`src/rtl/sps_pkg.sv`:
```
// Purpose: constants for the stream port status and tx header registers
// Assumes: AXI4-Lite with 32-bit data, one register per aligned word
// Notes: printed offsets are register indices; byte address is index * 4
package sps_pkg;
    localparam int ADDR_W = 12;
    localparam int REG_W = 16;
    localparam int DATA_W = 32;

    // register indices, byte address is four times the index
    localparam logic [ADDR_W-1:0] IDX_STATUS = 12'h0_032;
    localparam logic [ADDR_W-1:0] IDX_HDR_ONE = 12'h0_034;
    localparam logic [ADDR_W-1:0] IDX_HDR_TWO = 12'h0_036;
    localparam logic [ADDR_W-1:0] IDX_IRQ_MASK = 12'h0_040;
    localparam logic [ADDR_W-1:0] IDX_SHIFT = 12'h0_002;

    // status layout for channel A; channel B sits CH_B_SHIFT bits higher
    localparam int ST_COPY = 7;
    localparam int ST_MISM = 6;
    localparam int ST_SYNC = 5;
    localparam int ST_FULL = 4;
    localparam int ST_EMPTY = 3;
    localparam int ST_LEN = 2;
    localparam int CH_B_SHIFT = 8;
    localparam logic [REG_W-1:0] ST_RESET = 16'h0_808;
    localparam logic [REG_W-1:0] ST_STICKY = 16'he_4e4;
    localparam logic [REG_W-1:0] ST_LIVE = 16'h1_818;

    // first header register fields
    localparam int H1_SRC_LSB = 10;
    localparam int H1_DBS_LSB = 2;
    localparam int H1_FN_LSB = 0;
    // second header register fields
    localparam int H2_FMT_LSB = 10;
    localparam int H2_TSF = 9;
    localparam int H2_CH_LSB = 3;
    localparam int H2_SPD_LSB = 1;
    localparam logic [REG_W-1:0] H2_WMASK = 16'hf_ffe;
    localparam logic [REG_W-1:0] HDR_RESET = 16'h0_000;

    localparam logic [7:0] SYNC_BYTE = 8'h47;
    localparam logic [5:0] FMT_TS = 6'h20;
    localparam logic [5:0] FMT_SAT = 6'h21;
    localparam logic [7:0] DBS_TS = 8'h06;
    localparam logic [7:0] DBS_SAT = 8'h09;
    localparam logic [1:0] FN_TS = 2'h3;
    localparam logic [1:0] FN_SAT = 2'h2;
    localparam logic [1:0] SPD_LOW = 2'h0;
    localparam logic [1:0] SPD_MID = 2'h1;
    localparam logic [1:0] SPD_HIGH = 2'h2;

    localparam logic [1:0] RESP_OKAY = 2'h0;
    localparam logic [1:0] RESP_SLVERR = 2'h2;
endpackage

```
`src/rtl/sps_top.sv`:
```
// Purpose: status register and channel A tx header registers of the
//          stream port bridges, reached over AXI4-Lite
// Assumes: event inputs are one-cycle strobes synchronous to clk_i
// Notes: reading the status word clears its sticky flags
//
// Summary of operation
// - channel B copy-info-change flag in bit 15; a status read clears it.
// - set channel B stream-ID mismatch flag bit 14; status read clears.
// - flag bad sync byte (not 47h) in bit 13; status read clears.
// - show live port FIFO full, bit 12 for B, bit 4 for A.
// - show live port FIFO empty, bits 11 and 3; both one after reset.
// - discard tx data of wrong length; set bit 10 or 2; read clears.
// - channel A copy change bit 7, mismatch bit 6, bad sync bit 5.
// - source-ID field bits 15..10 of header one goes into tx header.
// - block-size field bits 9..2 into tx header; software writes 6 or 9.
// - fraction field bits 1..0 into tx header; software writes 11 or 10.
// - format code bits 15..10 of header two; 100000 or 100001.
// - time-shift flag bit 9 of header two copied into tx header.
// - channel number bits 8..3 of header two used for transmit.
// - speed bits 2..1: 00 lowest, 01 middle, 10 highest rate.
// - bit 0 of header two reads zero; software writes zero.
//
// Decided for this implementation: register access over AXI4-Lite.
`timescale 1ns/1ps
module sps_top #(
    parameter int TS_LEN = 188,
    parameter int SAT_LEN = 130
) (
    input wire logic clk_i,
    input wire logic rst_n_i,
    // AXI4-Lite slave
    input wire logic [sps_pkg::ADDR_W-1:0] s_axi_awaddr_i,
    input wire logic s_axi_awvalid_i,
    output logic s_axi_awready_o,
    input wire logic [sps_pkg::DATA_W-1:0] s_axi_wdata_i,
    input wire logic [3:0] s_axi_wstrb_i,
    input wire logic s_axi_wvalid_i,
    output logic s_axi_wready_o,
    output logic [1:0] s_axi_bresp_o,
    output logic s_axi_bvalid_o,
    input wire logic s_axi_bready_i,
    input wire logic [sps_pkg::ADDR_W-1:0] s_axi_araddr_i,
    input wire logic s_axi_arvalid_i,
    output logic s_axi_arready_o,
    output logic [sps_pkg::DATA_W-1:0] s_axi_rdata_o,
    output logic [1:0] s_axi_rresp_o,
    output logic s_axi_rvalid_o,
    input wire logic s_axi_rready_i,
    // channel A stream port side
    input wire logic class_valid_a_i,
    input wire logic [5:0] stream_class_id_a_i,
    input wire logic [1:0] copy_generation_info_a_i,
    input wire logic [5:0] stream_class_select_a_i,
    input wire logic sync_valid_a_i,
    input wire logic [7:0] sync_byte_a_i,
    input wire logic port_fifo_full_a_i,
    input wire logic port_fifo_empty_a_i,
    input wire logic tx_len_valid_a_i,
    input wire logic [7:0] tx_len_a_i,
    // channel B stream port side
    input wire logic class_valid_b_i,
    input wire logic [5:0] stream_class_id_b_i,
    input wire logic [1:0] copy_generation_info_b_i,
    input wire logic [5:0] stream_class_select_b_i,
    input wire logic sync_valid_b_i,
    input wire logic [7:0] sync_byte_b_i,
    input wire logic port_fifo_full_b_i,
    input wire logic port_fifo_empty_b_i,
    input wire logic tx_len_valid_b_i,
    input wire logic [7:0] tx_len_b_i,
    input wire logic [5:0] tx_format_b_i,
    // outputs
    output logic tx_discard_a_o,
    output logic tx_discard_b_o,
    output logic [5:0] source_node_field_a_o,
    output logic [7:0] block_size_field_a_o,
    output logic [1:0] fraction_field_a_o,
    output logic [5:0] format_code_field_a_o,
    output logic timeshift_flag_a_o,
    output logic [5:0] tx_channel_a_o,
    output logic [1:0] tx_speed_a_o,
    output logic irq_o
);
    import sps_pkg::*;

    localparam logic [7:0] TS_LEN_B = 8'(TS_LEN);
    localparam logic [7:0] SAT_LEN_B = 8'(SAT_LEN);

    function automatic logic [ADDR_W-1:0] byte_addr(
        input logic [ADDR_W-1:0] idx);
        byte_addr = ADDR_W'(idx << IDX_SHIFT);
    endfunction

    function automatic logic [REG_W-1:0] merge(input logic [REG_W-1:0] old,
        input logic [DATA_W-1:0] wd, input logic [3:0] strb);
        merge = {strb[1] ? wd[15:8] : old[15:8],
                 strb[0] ? wd[7:0] : old[7:0]};
    endfunction

    // expected tx length follows the selected format code
    function automatic logic len_bad(input logic [5:0] fmt,
        input logic [7:0] len);
        len_bad = (fmt == FMT_SAT) ? (len != SAT_LEN_B) : (len != TS_LEN_B);
    endfunction

    logic [REG_W-1:0] status;
    logic [REG_W-1:0] hdr_one;
    logic [REG_W-1:0] hdr_two;
    logic [REG_W-1:0] irq_mask;
    logic [REG_W-1:0] next_status;
    logic [REG_W-1:0] ev_set;
    logic [REG_W-1:0] rd_clr;
    logic [ADDR_W-1:0] aw_addr;
    logic [DATA_W-1:0] w_data;
    logic [3:0] w_strb;
    logic wr_fire;
    logic rd_fire;
    logic rd_status;

    // per-channel view, index 0 is A, index 1 is B
    logic cls_v [2];
    logic [5:0] cls_id [2];
    logic [1:0] cgi [2];
    logic [5:0] cls_sel [2];
    logic syn_v [2];
    logic [7:0] syn_b [2];
    logic len_v [2];
    logic [7:0] len [2];
    logic [5:0] fmt [2];
    logic [5:0] last_id [2];
    logic [1:0] last_cgi [2];
    logic seen [2];
    logic [3:0] ev [2];

    assign cls_v = '{class_valid_a_i, class_valid_b_i};
    assign cls_id = '{stream_class_id_a_i, stream_class_id_b_i};
    assign cgi = '{copy_generation_info_a_i, copy_generation_info_b_i};
    assign cls_sel = '{stream_class_select_a_i, stream_class_select_b_i};
    assign syn_v = '{sync_valid_a_i, sync_valid_b_i};
    assign syn_b = '{sync_byte_a_i, sync_byte_b_i};
    assign len_v = '{tx_len_valid_a_i, tx_len_valid_b_i};
    assign len = '{tx_len_a_i, tx_len_b_i};
    assign fmt = '{hdr_two[H2_FMT_LSB +: 6], tx_format_b_i};

    // event detection; ev bits: 0 copy, 1 mismatch, 2 sync, 3 length
    always_comb begin
        for (int c = 0; c < 2; c++) begin
            ev[c] = '0;
            ev[c][0] = cls_v[c] && seen[c] && cls_id[c] == last_id[c]
                       && cgi[c] != last_cgi[c];
            ev[c][1] = cls_v[c] && cls_id[c] != cls_sel[c];
            ev[c][2] = syn_v[c] && syn_b[c] != SYNC_BYTE;
            ev[c][3] = len_v[c] && len_bad(fmt[c], len[c]);
        end
    end

    // copy info is compared only against the last packet of any class, and only when that packet has the same class
    always_ff @(posedge clk_i or negedge rst_n_i) begin
        if (!rst_n_i) begin
            for (int c = 0; c < 2; c++) begin
                last_id[c] <= '0;
                last_cgi[c] <= '0;
                seen[c] <= 1'b0;
            end
        end else begin
            for (int c = 0; c < 2; c++) begin
                if (cls_v[c]) begin
                    last_id[c] <= cls_id[c];
                    last_cgi[c] <= cgi[c];
                    seen[c] <= 1'b1;
                end
            end
        end
    end

    always_comb begin
        ev_set = '0;
        for (int c = 0; c < 2; c++) begin
            ev_set[ST_COPY + c*CH_B_SHIFT] = ev[c][0];
            ev_set[ST_MISM + c*CH_B_SHIFT] = ev[c][1];
            ev_set[ST_SYNC + c*CH_B_SHIFT] = ev[c][2];
            ev_set[ST_LEN + c*CH_B_SHIFT] = ev[c][3];
        end
        rd_clr = rd_status ? ST_STICKY : '0;
        // set wins over the read clear
        next_status = ((status & ST_STICKY & ~rd_clr) | ev_set)
                      & ST_STICKY;
        next_status[ST_FULL] = port_fifo_full_a_i;
        next_status[ST_FULL + CH_B_SHIFT] = port_fifo_full_b_i;
        next_status[ST_EMPTY] = port_fifo_empty_a_i;
        next_status[ST_EMPTY + CH_B_SHIFT] = port_fifo_empty_b_i;
    end

    // reserved bits never get set because of the sticky mask and the four live fifo bit assignments
    always_ff @(posedge clk_i or negedge rst_n_i) begin
        if (!rst_n_i) begin
            status <= ST_RESET;
        end else begin
            status <= next_status;
        end
    end

    // bad-length data is dropped before the fifo write
    always_ff @(posedge clk_i or negedge rst_n_i) begin
        if (!rst_n_i) begin
            tx_discard_a_o <= 1'b0;
            tx_discard_b_o <= 1'b0;
        end else begin
            tx_discard_a_o <= ev[0][3];
            tx_discard_b_o <= ev[1][3];
        end
    end

    always_ff @(posedge clk_i or negedge rst_n_i) begin
        if (!rst_n_i) begin
            irq_o <= 1'b0;
        end else begin
            irq_o <= |(next_status & ST_STICKY & irq_mask);
        end
    end

    // write channel: address and data taken in either order
    assign wr_fire = !s_axi_awready_o && !s_axi_wready_o && !s_axi_bvalid_o;
    always_ff @(posedge clk_i or negedge rst_n_i) begin
        if (!rst_n_i) begin
            s_axi_awready_o <= 1'b1;
            s_axi_wready_o <= 1'b1;
            s_axi_bvalid_o <= 1'b0;
            s_axi_bresp_o <= RESP_OKAY;
            aw_addr <= '0;
            w_data <= '0;
            w_strb <= '0;
        end else begin
            if (s_axi_awvalid_i && s_axi_awready_o) begin
                aw_addr <= s_axi_awaddr_i;
                s_axi_awready_o <= 1'b0;
            end
            if (s_axi_wvalid_i && s_axi_wready_o) begin
                w_data <= s_axi_wdata_i;
                w_strb <= s_axi_wstrb_i;
                s_axi_wready_o <= 1'b0;
            end
            if (wr_fire) begin
                s_axi_bvalid_o <= 1'b1;
                case (aw_addr)
                    byte_addr(IDX_STATUS), byte_addr(IDX_HDR_ONE),
                    byte_addr(IDX_HDR_TWO), byte_addr(IDX_IRQ_MASK): begin
                        s_axi_bresp_o <= RESP_OKAY;
                    end
                    default: begin
                        s_axi_bresp_o <= RESP_SLVERR;
                    end
                endcase
            end
            if (s_axi_bvalid_o && s_axi_bready_i) begin
                s_axi_bvalid_o <= 1'b0;
                s_axi_awready_o <= 1'b1;
                s_axi_wready_o <= 1'b1;
            end
        end
    end

    always_ff @(posedge clk_i or negedge rst_n_i) begin
        if (!rst_n_i) begin
            hdr_one <= HDR_RESET;
            hdr_two <= HDR_RESET;
            irq_mask <= '0;
        end else if (wr_fire) begin
            if (aw_addr == byte_addr(IDX_HDR_ONE)) begin
                hdr_one <= merge(hdr_one, w_data, w_strb);
            end
            if (aw_addr == byte_addr(IDX_HDR_TWO)) begin
                // bit 0 is held at zero whatever software writes
                hdr_two <= merge(hdr_two, w_data, w_strb) & H2_WMASK;
            end
            if (aw_addr == byte_addr(IDX_IRQ_MASK)) begin
                irq_mask <= merge(irq_mask, w_data, w_strb);
            end
        end
    end

    // header fields feed the packetiser through one more register stage, one cycle after the registers
    always_ff @(posedge clk_i or negedge rst_n_i) begin
        if (!rst_n_i) begin
            source_node_field_a_o <= '0;
            block_size_field_a_o <= '0;
            fraction_field_a_o <= '0;
            format_code_field_a_o <= '0;
            timeshift_flag_a_o <= 1'b0;
            tx_channel_a_o <= '0;
            tx_speed_a_o <= SPD_LOW;
        end else begin
            source_node_field_a_o <= hdr_one[H1_SRC_LSB +: 6];
            block_size_field_a_o <= hdr_one[H1_DBS_LSB +: 8];
            fraction_field_a_o <= hdr_one[H1_FN_LSB +: 2];
            format_code_field_a_o <= hdr_two[H2_FMT_LSB +: 6];
            timeshift_flag_a_o <= hdr_two[H2_TSF];
            tx_channel_a_o <= hdr_two[H2_CH_LSB +: 6];
            tx_speed_a_o <= hdr_two[H2_SPD_LSB +: 2];
        end
    end

    // read channel: data one cycle after the address is taken
    assign rd_fire = s_axi_arvalid_i && s_axi_arready_o;
    assign rd_status = rd_fire && s_axi_araddr_i == byte_addr(IDX_STATUS);
    always_ff @(posedge clk_i or negedge rst_n_i) begin
        if (!rst_n_i) begin
            s_axi_arready_o <= 1'b1;
            s_axi_rvalid_o <= 1'b0;
            s_axi_rdata_o <= '0;
            s_axi_rresp_o <= RESP_OKAY;
        end else begin
            if (rd_fire) begin
                s_axi_arready_o <= 1'b0;
                s_axi_rvalid_o <= 1'b1;
                s_axi_rresp_o <= RESP_OKAY;
                case (s_axi_araddr_i)
                    byte_addr(IDX_STATUS): begin
                        s_axi_rdata_o <= {16'h0_000, status};
                    end
                    byte_addr(IDX_HDR_ONE): begin
                        s_axi_rdata_o <= {16'h0_000, hdr_one};
                    end
                    byte_addr(IDX_HDR_TWO): begin
                        s_axi_rdata_o <= {16'h0_000, hdr_two};
                    end
                    byte_addr(IDX_IRQ_MASK): begin
                        s_axi_rdata_o <= {16'h0_000, irq_mask};
                    end
                    default: begin
                        s_axi_rdata_o <= '0;
                        s_axi_rresp_o <= RESP_SLVERR;
                    end
                endcase
            end
            if (s_axi_rvalid_o && s_axi_rready_i) begin
                s_axi_rvalid_o <= 1'b0;
                s_axi_arready_o <= 1'b1;
            end
        end
    end
endmodule // sps_top

```
`config.mk`:
```
export PLATFORM = sky130hd
export DESIGN_NAME = sps_top
export DESIGN_NICKNAME = d
export VERILOG_FILES = /design/src/rtl/sps_pkg.sv /design/src/rtl/sps_top.sv
export SDC_FILE = /design/constraint.sdc
export NUM_CORES = 1
export LEC_CHECK = 0
export ABC_CLOCK_PERIOD_IN_PS = 2450
export BUFFER_PORTS_ARGS = -buffer_cell sky130_fd_sc_hd__buf_2
export CAP_MARGIN = 20
export CORE_MARGIN = 3
export CORE_UTILIZATION = 51
export CTS_CLUSTER_DIAMETER = 40
export CTS_CLUSTER_SIZE = 30
export DETAILED_ROUTE_END_ITERATION = 8
export PLACE_DENSITY = 0.83
export SETUP_SLACK_MARGIN = 0.02
export SLEW_MARGIN = 20
export SYNTH_ARGS = -nofsm -noshare
export SYNTH_HDL_FRONTEND = slang
export SYNTH_SLANG_ARGS = --single-unit
```
`constraint.sdc`:
```
create_clock -name clk_i -period 2.45 [get_ports clk_i]
set_clock_uncertainty 0.2 [all_clocks]
set_input_delay 0.245 -clock clk_i [delete_from_list [all_inputs] [get_ports clk_i]]
set_output_delay 0.245 -clock clk_i [all_outputs]
set_load 0.05 [all_outputs]
```
==> qor.txt, run 1 <==
Share of cells above drive strength 1: 44.4%
Hold_sp: sync_byte_b_i[0]
Yosys warnings: 0
Hold path depth: 3
Part of the cycle the worst path needs: 92.0%
Worst Setup End Kind: flip-flop
Die H: 122 um
Vias in the first global route: 5,302
Max rail drop VDD: 0.655 mV
Gpl congestion: 0.817
First-pass GRT wire length: 26,700 um
Worst path required time: 2.55 ns
Max-slew headroom: 52.2%
Inst Count DP: 853
Die area: 0.0148 mm2
Antenna cells: 0
Drt wl/cell: 17.6 um
DP Area: 0.00794 mm2
Post-route ant nets: 0
Num ports: 218
Post_cts resized: 0
WHS Endpoint: status[13]$_DFF_PN0_
Leakage power: 0.00449 uW
Most common cell after layout, fill and taps aside: buf_2
GRT Total Usage: 23.5%
Post-synthesis async set-or-reset flop share: 100%
Critical path class: reg -> reg
Slowest stage cell, crit path: dfstp_2
Maximum achievable frequency: 443 MHz
Final setup vio count: 0
Slew @ Worst Pin: 0.715 ns
Drt total wl: 16,800 um
Remaining Overflow, GRT: 0
Hold Buf Count CTS: 66
Main synth FF type: dfrtp_1
H-tree depth: 4
TritonCTS Buffers: 17
Starting DRT DRC Count: 468
Fin crit period: 2.25 ns
Crit-path max FO: 8
Setup TNS: 0 ns
Crit-path leading delay family: simple AND/OR/NAND/NOR gates
Post-synthesis sequential area ratio: 60.3%
Arr. time, crit path: 2.36 ns
Post-DP HPWL: 11,500 um
CTS Buffer Depth: 2
Post-CTS Setup Repair Bufs: 0
Reg2reg path depth: 6
Startpoint types: flip-flop
Root buf cell: clkbuf_16
Initial antenna violation count: 0
Pwr dens: 761 mW/mm2
R2R Path Start: s_axi_wready_o$_DFFE_PN1P_
Routed vias/inst: 5.30
Worst Path Buf+Inv: 0
HP Class: in -> reg
DRC: 0
Area Overhead vs Synth: 34.0%
Outcome: finished clean
Post-synthesis instance total: 499
Die W: 122 um
FF-to-FF End: hdr_one[12]$_DFFE_PN0P_
Final hold vios: 0
R2R setup slack: 0.20 ns
Max_cap viols: 0
Post-route insts no fill: 951
Layout net count: 909
Core area: 0.0128 mm2
Slew Limit Fails: 0
Synthesized cell area: 0.00682 mm2
CP max stage delay: 0.39 ns
Syn avg cell area: 13.7 um2
DRT Pass-1 Iters: 4
Final Cell Area: 0.00914 mm2
EDFF count, synth: 0
Critical path cell sequence: nor3_1 -> and2_1 -> and3_1 -> nand2_1 -> nor2_4 -> mux2_2
Reg clk slew, reported paths: 0.06 ns
Row cnt: 41
Fin util: 71.3%
Clk_lat worst skew: 0.42 ns
Vias: 5,038
RSZ-0062 raised after global routing: no
Most frequent cells in the layout: 180 x buf_2, 159 x dfrtp_1, 93 x mux2_2, 66 x dlygate4sd3_1, 39 x nand2_1
Port-buffer cells: 181
Starting Density: 53.2%
Flops & latches, synth: 164
CTS tree: built
Largest net degree at the start of global routing: 66
Library cells used by synthesis: 56
Clock sink total: 164
## cells in the mapped netlist, types with 2 or more instances
library cell	count	share of area, %
a221oi_1	11	1.4
nand4_1	3	0.28
o21ai_2	9	1.2
clkbuf_1	6	0.33
or2_2	2	0.18
xnor2_1	13	1.7
and4b_1	2	0.29
dfstp_2	5	1.9
nand2_1	39	2.1
nor4b_1	3	0.39
nor2_4	2	0.33
nand3_1	9	0.66
a22oi_1	7	0.77
xor2_1	15	1.9
buf_4	19	2.1
a21oi_1	6	0.44
o211ai_1	2	0.22
a21o_2	2	0.26
mux2_2	93	15
and3_1	2	0.18
a31oi_1	2	0.18
a22o_2	3	0.44
mux2i_1	2	0.29
nor2_2	2	0.18
buf_2	2	0.15
dfrtp_1	159	58
buf_6	2	0.33
o21ai_1	6	0.44
nor2b_1	3	0.28
o21ai_0	5	0.37
and2_1	2	0.18
a22o_1	14	1.8
a21o_1	2	0.22
nor3_1	6	0.44
nor2_1	7	0.39
inv_1	8	0.44
nor4_1	5	0.46
## worst reg2reg max path: stages, from the launching register on
cell and delay, ns:
dfstp_2 0.39, nor3_1 0.34, and2_1 0.23, and3_1 0.20, nand2_1 0.10, nor2_4 0.30
mux2_2 0.39
## worst max path at each step
stage / from / end / slack, ns / cells after the start
floorplan: s_axi_arready_o$_DFFE_PN1P_ / irq_o$_DFF_PN0_ / 0.22 / 6
detailed placement: aw_addr[1]$_DFFE_PN0P_ / hdr_two[7]$_DFFE_PN0P_ / 0.17 / 5
global placement: s_axi_wready_o$_DFFE_PN1P_ / hdr_one[12]$_DFFE_PN0P_ / 0.27 / 6
CTS: aw_addr[1]$_DFFE_PN0P_ / hdr_two[3]$_DFFE_PN0P_ / 0.17 / 5
global route: aw_addr[1]$_DFFE_PN0P_ / hdr_two[3]$_DFFE_PN0P_ / 0.06 / 5
finish: s_axi_wready_o$_DFFE_PN1P_ / hdr_one[12]$_DFFE_PN0P_ / 0.20 / 6
## flip-flops by register name (all words and copies together), names as in the netlist, 4 cells and up
name                   flops
hdr_one                   16
irq_mask                  16
s_axi_rdata_o             16
w_data                    16
hdr_two                   15
aw_addr                   12
last_id                   12
status                    12
block_size_field_a_o       8
format_code_field_a_o      6
source_node_field_a_o      6
tx_channel_a_o             6
last_cgi                   4
## power breakdown
group          internal [uW]  leakage, uW  switching [uW]
logic                    555      0.00213             584
registers               3080      0.00211             291
clock network           1430     0.000248            1020
total                   5060      0.00449            1890
## per-layer routing
layer | share of wire (%) | global-route usage, %
met4 | 1.5 | 7.00
met1 | 39 | 28.2
met5 | 0 | 0
met2 | 53 | 41.3
met3 | 6.2 | 6.50
## area by class of cell
type                    count  area [um2]
clock inverters             7        77.6
multi-input cells         315        2550
well taps                 172         215
flip-flops and latches    164        4110
repair buffers            260        1700
fillers                   839        3680
clock buffers              25         465
inverters                   8        30.0
## per-stage QoR
stage               hold WS, ns  power, uW  setup WS [ns]
finish                   0.0250       6950          0.195
global route             0.0110       7260         0.0614
CTS                     0.00256       7000          0.169
detailed placement       0.0782       4450          0.171
global placement         0.0757       4370          0.269
floorplan                -0.251       4060          0.223
## cells by family (layout without fill, tap and decap cells)
logic type	Yosys count	count (layout)	synth area share, %
compound gates	76	76	8.90
xor+xnor	28	28	3.60
buf+inv	37	300	3.34
flops	164	164	60.3
mux	95	95	15.6
other cells	1	18	0.0550
simple gates	98	98	8.20
Power figures use the tool's default switching activity.
==> inputs of run 2 (changes only) <==
--- a/config.mk
+++ b/config.mk
@@ -8,6 +8,7 @@
 export ABC_CLOCK_PERIOD_IN_PS = 2450
 export BUFFER_PORTS_ARGS = -buffer_cell sky130_fd_sc_hd__buf_2
 export CAP_MARGIN = 20
+export CORE_ASPECT_RATIO = 0.6
 export CORE_MARGIN = 3
 export CORE_UTILIZATION = 51
 export CTS_CLUSTER_DIAMETER = 40
==> run 2 against run 1 <==
  * Power rose by 5.6%
  * Clock power up 15%
  * Critical path depth unchanged
  * Worst setup slack worse by 0.043 ns
  * Design area rose by 0.90%
  * Register-to-register slack lost 0.04 ns
  * Via count up 0.16%
  * Sequential cell count unchanged
  * Clock-buffer cell count is 4 lower
  * Sequential share of layout area decreased by 0.40 points
==> qor.txt, run 2 (synthesis gave the netlist of run 1 again) <==
DRT Pass-1 Iters: 5 (+1)
Reg clk slew, reported paths: 0.07 ns (about the same)
Gpl congestion: 0.822 (+0.58%)
Final WS setup: 0.152 ns (-0.0428 ns)
Post_cts resized: 0 (unchanged)
HP Class: in -> reg
Share of cells above drive strength 1: 45.0% (+0.57 points)
Final hold vios: 0 (unchanged)
Num ports: 218 (unchanged)
Drt total wl: 17,400 um (+3.5%)
RSZ-0062 raised after global routing: no
Hold Buf Count CTS: 65 (-1.5%)
Clock sink total: 164 (unchanged)
# fillers: 863 (+2.9%)
CTS Buffer Depth: 2 (unchanged)
Final Cell Area: 0.00922 mm2 (+0.90%)
DP Worst Slack: 0.196 ns (+0.0251 ns)
Arr. time, crit path: 2.38 ns (+0.02 ns)
Vias: 5,046 (+0.16%)
Post-CTS Setup Repair Bufs: 0 (unchanged)
Multi-input gate area: 0.00255 mm2 (unchanged)
Drt wl/cell: 18.3 um (+3.8%)
Pwr dens: 796 mW/mm2 (+4.6%)
Worst path required time: 2.53 ns (-0.02 ns)
Startpoint types: flip-flop
Slew Limit Fails: 0 (unchanged)
Total power: 7340 uW (+5.6%)
Post-DP HPWL: 11,800 um (+2.6%)
Worst Path Buf+Inv: 0 (unchanged)
Crit-path max FO: 8 (unchanged)
Clk_lat worst skew: 0.41 ns (about the same)
GRT Total Usage: 23.6% (+0.12 points)
CTS tree: built
Max-slew headroom: 48.6% (-3.6 points)
H-tree depth: 4 (unchanged)
Crit-path leading delay family: simple AND/OR/NAND/NOR gates
Critical path class: reg -> reg
Most frequent cells in the layout: 180 x buf_2, 159 x dfrtp_1, 93 x mux2_2, 65 x dlygate4sd3_1, 39 x nand2_1
Starting DRT DRC Count: 201 (-57%)
Vias in the first global route: 5,308 (+0.11%)
Setup TNS: 0 ns (unchanged)
Largest net degree at the start of global routing: 69 (+4.5%)
Slew @ Worst Pin: 0.769 ns (+0.0546 ns)
Die W: 155 um (+28%)
Antenna cells: 0 (unchanged)
Area Overhead vs Synth: 35.2%
Max_cap viols: 0 (unchanged)
Most common cell after layout, fill and taps aside: buf_2
Hold path depth: 3 (unchanged)
Row cnt: 32 (-22%)
Hold Slack: 0.0226 ns (-0.00237 ns)
Part of the cycle the worst path needs: 93.8% (+1.7 points)
DP Area: 0.00795 mm2 (+0.13%)
Post-route ant nets: 0 (unchanged)
Fin crit period: 2.30 ns (+0.0428 ns)
Starting Density: 52.6% (-0.61 points)
Slowest stage cell, crit path: nor4_1
Final setup vio count: 0 (unchanged)
R2R Path Start: aw_addr[1]$_DFFE_PN0P_
Crit path depth: 6 (unchanged)
Die area: 0.0148 mm2 (+0.31%)
Layout net count: 908 (-0.11%)
Worst Setup End Kind: flip-flop
Max rail drop VDD: 0.434 mV (-34%)
Sequential cell area: 0.00411 mm2 (unchanged)
Reg2reg path depth: 6 (unchanged)
Maximum achievable frequency: 435 MHz (-1.9%)
Outcome: finished clean
TritonCTS Buffers: 17 (unchanged)
Port-buffer cells: 181 (unchanged)
First-pass GRT wire length: 27,100 um (+1.4%)
Remaining Overflow, GRT: 0 (unchanged)
Routed vias/inst: 5.32 (+0.48%)
Die H: 95.6 um (-21%)
CP max stage delay: 0.39 ns (about the same)
Root buf cell: clkbuf_16
Setup crit start: aw_addr[1]$_DFFE_PN0P_
Leakage power: 0.00454 uW (+1.1%)
Hold_sp: sync_byte_b_i[0]
Initial antenna violation count: 0 (unchanged)
DRC: 0 (unchanged)
Core area: 0.0130 mm2 (+1.2%)
Critical path cell sequence: nor4_1 -> and2_1 -> and3_1 -> nand2_1 -> nor2_4 -> mux2_2
run 2: worst paths after layout:
path | end | slack (ns)
worst max-delay path | hdr_one[10]$_DFFE_PN0P_ | 0.15
worst min-delay path | status[13]$_DFF_PN0_ | 0.02
worst max register to register | hdr_one[10]$_DFFE_PN0P_ | 0.15
worst min register to register | source_node_field_a_o[1]$_DFF_PN0_ | 0.20
max in group asynchronous | status[3]$_DFF_PN1_ | 1.13
min in group asynchronous | w_data[8]$_DFFE_PN0P_ | 0.20
run 2: metrics by stage:
step	cells	util (%)
after floorplan	516	-
after global placement	851	61.3
after detailed placement	851	61.3
after CTS	948	71.1
after global routing	948	71.1
final	948	71.1
run 2: metal layers:
| metal | wire [um] | global-route usage (%) | vias to the layer above |
|---|---|---|---|
| met3 | 1070 | 4.90 | 12 |
| met1 | 7430 | 32.0 | 2539 |
| met4 | 117 | 5.83 | 0 |
| met5 | 0 | 0 | - |
| met2 | 8750 | 39.6 | 179 |
| li1 | - | - | 2316 |
run 2: cell type report:
type	count	area share (%)
repair buffers	259	18.4
flip-flops and latches	164	44.6
clock inverters	11	1.90
clock buffers	21	4.88
inverters	8	0.326
well taps	170	2.31
multi-input cells	315	27.6
run 2: worst reg2reg max path, cell delays in order, from the launching register on:
cell and delay (ns):
dfrtp_1 0.38, nor4_1 0.39, and2_1 0.22, and3_1 0.18
nand2_1 0.09, nor2_4 0.31, mux2_2 0.40
run 2: power breakdown:
part | internal [uW] | total, uW | leakage (uW) | switching (uW)
sequential | 3070 | 3380 | 0.00211 | 302
combinational | 551 | 1150 | 0.00213 | 598
clock | 1750 | 2820 | 0.000299 | 1070
total | 5370 | 7340 | 0.00454 | 1970
==> inputs of run 3 (changes only) <==
--- a/config.mk
+++ b/config.mk
@@ -5,16 +5,16 @@
 export SDC_FILE = /design/constraint.sdc
 export NUM_CORES = 1
 export LEC_CHECK = 0
-export ABC_CLOCK_PERIOD_IN_PS = 2450
+export ABC_CLOCK_PERIOD_IN_PS = 2700
 export BUFFER_PORTS_ARGS = -buffer_cell sky130_fd_sc_hd__buf_2
 export CAP_MARGIN = 20
 export CORE_ASPECT_RATIO = 0.6
 export CORE_MARGIN = 3
-export CORE_UTILIZATION = 51
+export CORE_UTILIZATION = 55
 export CTS_CLUSTER_DIAMETER = 40
 export CTS_CLUSTER_SIZE = 30
 export DETAILED_ROUTE_END_ITERATION = 8
-export PLACE_DENSITY = 0.83
+export PLACE_DENSITY = 0.88
 export SETUP_SLACK_MARGIN = 0.02
 export SLEW_MARGIN = 20
 export SYNTH_ARGS = -nofsm -noshare
==> constraint.sdc (replaced) <==
create_clock -name clk_i -period 2.7 [get_ports clk_i]
set_clock_uncertainty 0.2 [all_clocks]
set_input_delay 0.27 -clock clk_i [delete_from_list [all_inputs] [get_ports clk_i]]
set_output_delay 0.27 -clock clk_i [all_outputs]
set_load 0.05 [all_outputs]
==> run 3 against run 2 <==
  * First-iteration DRC count up 23%
  * Die area down 6.9%
  * Register-to-register slack better by 0.17 ns
  * Clock power down 15%
  * Worst hold slack worse by 0.00071 ns
  * Critical path depth down 1
  * Global-route usage up 3.1 points
==> qor.txt, run 3 (synthesis gave the netlist of run 1 again) <==
Outcome: finished clean
Die W: 150 um (-3.6%)
Max rail drop VDD: 0.438 mV (+0.84%)
Post_cts resized: 0 (unchanged)
DRC: 0 (unchanged)
Critical path class: reg -> reg
Die H: 92.3 um (-3.5%)
Num ports: 218 (unchanged)
H-tree depth: 4 (unchanged)
Leakage power: 0.00449 uW (-0.99%)
Critical path cell sequence: nor3_1 -> and2_1 -> and3_1 -> nand3_1 -> mux2_2
Total power: 6480 uW (-12%)
Worst path required time: 2.80 ns (+0.27 ns)
Pwr dens: 710 mW/mm2 (-11%)
Post-route ant nets: 0 (unchanged)
Fin crit period: 2.38 ns (+0.0792 ns)
CTS Buffer Depth: 2 (unchanged)
Remaining Overflow, GRT: 0 (unchanged)
Starting DRT DRC Count: 248 (+23%)
Port-buffer cells: 181 (unchanged)
Vias in the first global route: 5,470 (+3.1%)
Antenna cells: 0 (unchanged)
Slowest stage cell, crit path: mux2_2
Final Cell Area: 0.00913 mm2 (-1.0%)
Max-slew headroom: 47.4% (-1.1 points)
Starting Density: 58.2% (+5.7 points)
WHS Endpoint: status[13]$_DFF_PN0_
Hold path depth: 3 (unchanged)
Slew Limit Fails: 0 (unchanged)
Clk_lat worst skew: 0.42 ns (about the same)
R2R setup slack: 0.32 ns (+0.17 ns)
Share of cells above drive strength 1: 45.2% (+0.23 points)
Hold_sp: sync_byte_b_i[0]
Final hold vios: 0 (unchanged)
RSZ-0062 raised after global routing: no
Vias: 5,048 (+0.040%)
Most common cell after layout, fill and taps aside: buf_2
Startpoint types: flip-flop
Maximum achievable frequency: 421 MHz (-3.3%)
Row cnt: 30 (-6.3%)
DRT Pass-1 Iters: 4 (-1)
First-pass GRT wire length: 28,200 um (+4.2%)
Drt total wl: 17,900 um (+3.2%)
DP Worst Slack: 0.365 ns (+0.169 ns)
FF-to-FF End: hdr_two[2]$_DFFE_PN0P_
Final WS setup: 0.323 ns (+0.171 ns)
Gpl congestion: 0.809 (-1.6%)
CP max stage delay: 0.42 ns (+0.03 ns)
Crit-path max FO: 7 (-1)
Post-DP HPWL: 12,000 um (+1.3%)
Root buf cell: clkbuf_16
Layout net count: 904 (-0.44%)
Setup crit start: s_axi_wready_o$_DFFE_PN1P_
HP Class: in -> reg
Worst Setup End Kind: flip-flop
TritonCTS Buffers: 17 (unchanged)
Die area: 0.0138 mm2 (-6.9%)
Initial antenna violation count: 0 (unchanged)
Clock sink total: 164 (unchanged)
Routed vias/inst: 5.40 (+1.5%)
CTS tree: built
Setup TNS: 0 ns (unchanged)
Hold Slack: 0.0219 ns (-0.000707 ns)
Reg clk slew, reported paths: 0.07 ns (about the same)
Largest net degree at the start of global routing: 71 (+2.9%)
Part of the cycle the worst path needs: 88.0% (-5.8 points)
Reg2reg path depth: 5 (-1)
Core area: 0.0117 mm2 (-9.7%)
Final setup vio count: 0 (unchanged)
GRT Total Usage: 26.7% (+3.1 points)
Area Overhead vs Synth: 33.8%
Max_cap viols: 0 (unchanged)
Arr. time, crit path: 2.47 ns (+0.09 ns)
Post-CTS Setup Repair Bufs: 0 (unchanged)
DP Area: 0.00791 mm2 (-0.50%)
Slew @ Worst Pin: 0.787 ns (+0.0171 ns)
Crit-path leading delay family: simple AND/OR/NAND/NOR gates
Drt wl/cell: 19.2 um (+4.8%)
Most frequent cells in the layout: 180 x buf_2, 159 x dfrtp_1, 93 x mux2_2, 63 x dlygate4sd3_1, 39 x nand2_1
R2R Path Start: s_axi_wready_o$_DFFE_PN1P_
Worst Path Buf+Inv: 0 (unchanged)
-- run 3: layout make-up --
class	count	area (um2)
inverter	8	30.0
clock inverter	13	148
tap	160	200
timing repair buffer	255	1650
fill	708	2580
sequential	164	4110
multi-input combinational	315	2550
clock buffer	19	443
-- run 3: how the worst max path moves through the flow --
stage | endpoint | depth (start not counted)
after floorplan | irq_o$_DFF_PN0_ | 6
after global routing | irq_o$_DFF_PN0_ | 6
after global placement | irq_o$_DFF_PN0_ | 6
after detailed placement | irq_o$_DFF_PN0_ | 6
after CTS | status[5]$_DFF_PN0_ | 4
final | hdr_two[2]$_DFFE_PN0P_ | 5
-- run 3: tightest hold or removal path: cells and delay by family --
family                 cells  cell delay (ns)
AND/OR/NAND/NOR            1             0.08
AO/OA/AOI/OAI              1             0.15
buffers and inverters      1             0.10
-- run 3: power by group --
part | leakage [uW] | switching, uW | total (uW) | internal [uW]
registers | 0.00211 | 292 | 3080 | 2790
logic | 0.00211 | 516 | 1000 | 487
clock network | 0.000277 | 1000 | 2400 | 1400
-- run 3: repair_timing --
| action | CTS | global route |
|---|---|---|
| hold buffers | 63 | 0 |
| endpoints found under the hold margin | 123 | 0 |
| setup endpoints to repair | 0 | 0 |
-- run 3: per-stage QoR --
stage	util, %	instances
after floorplan	-	516
after global placement	67.5	839
after detailed placement	67.5	839
after CTS	77.9	934
after global routing	77.9	934
final	77.9	934
-- run 3: metal layers --
metal  up-vias  part of all wire [%]  track usage, %
met3        22                   7.1            6.86
li1       2308                     -               -
met1      2523                    41            33.3
met2       195                    51            46.5
met5         -                     0               0
met4         0                   1.0            6.77
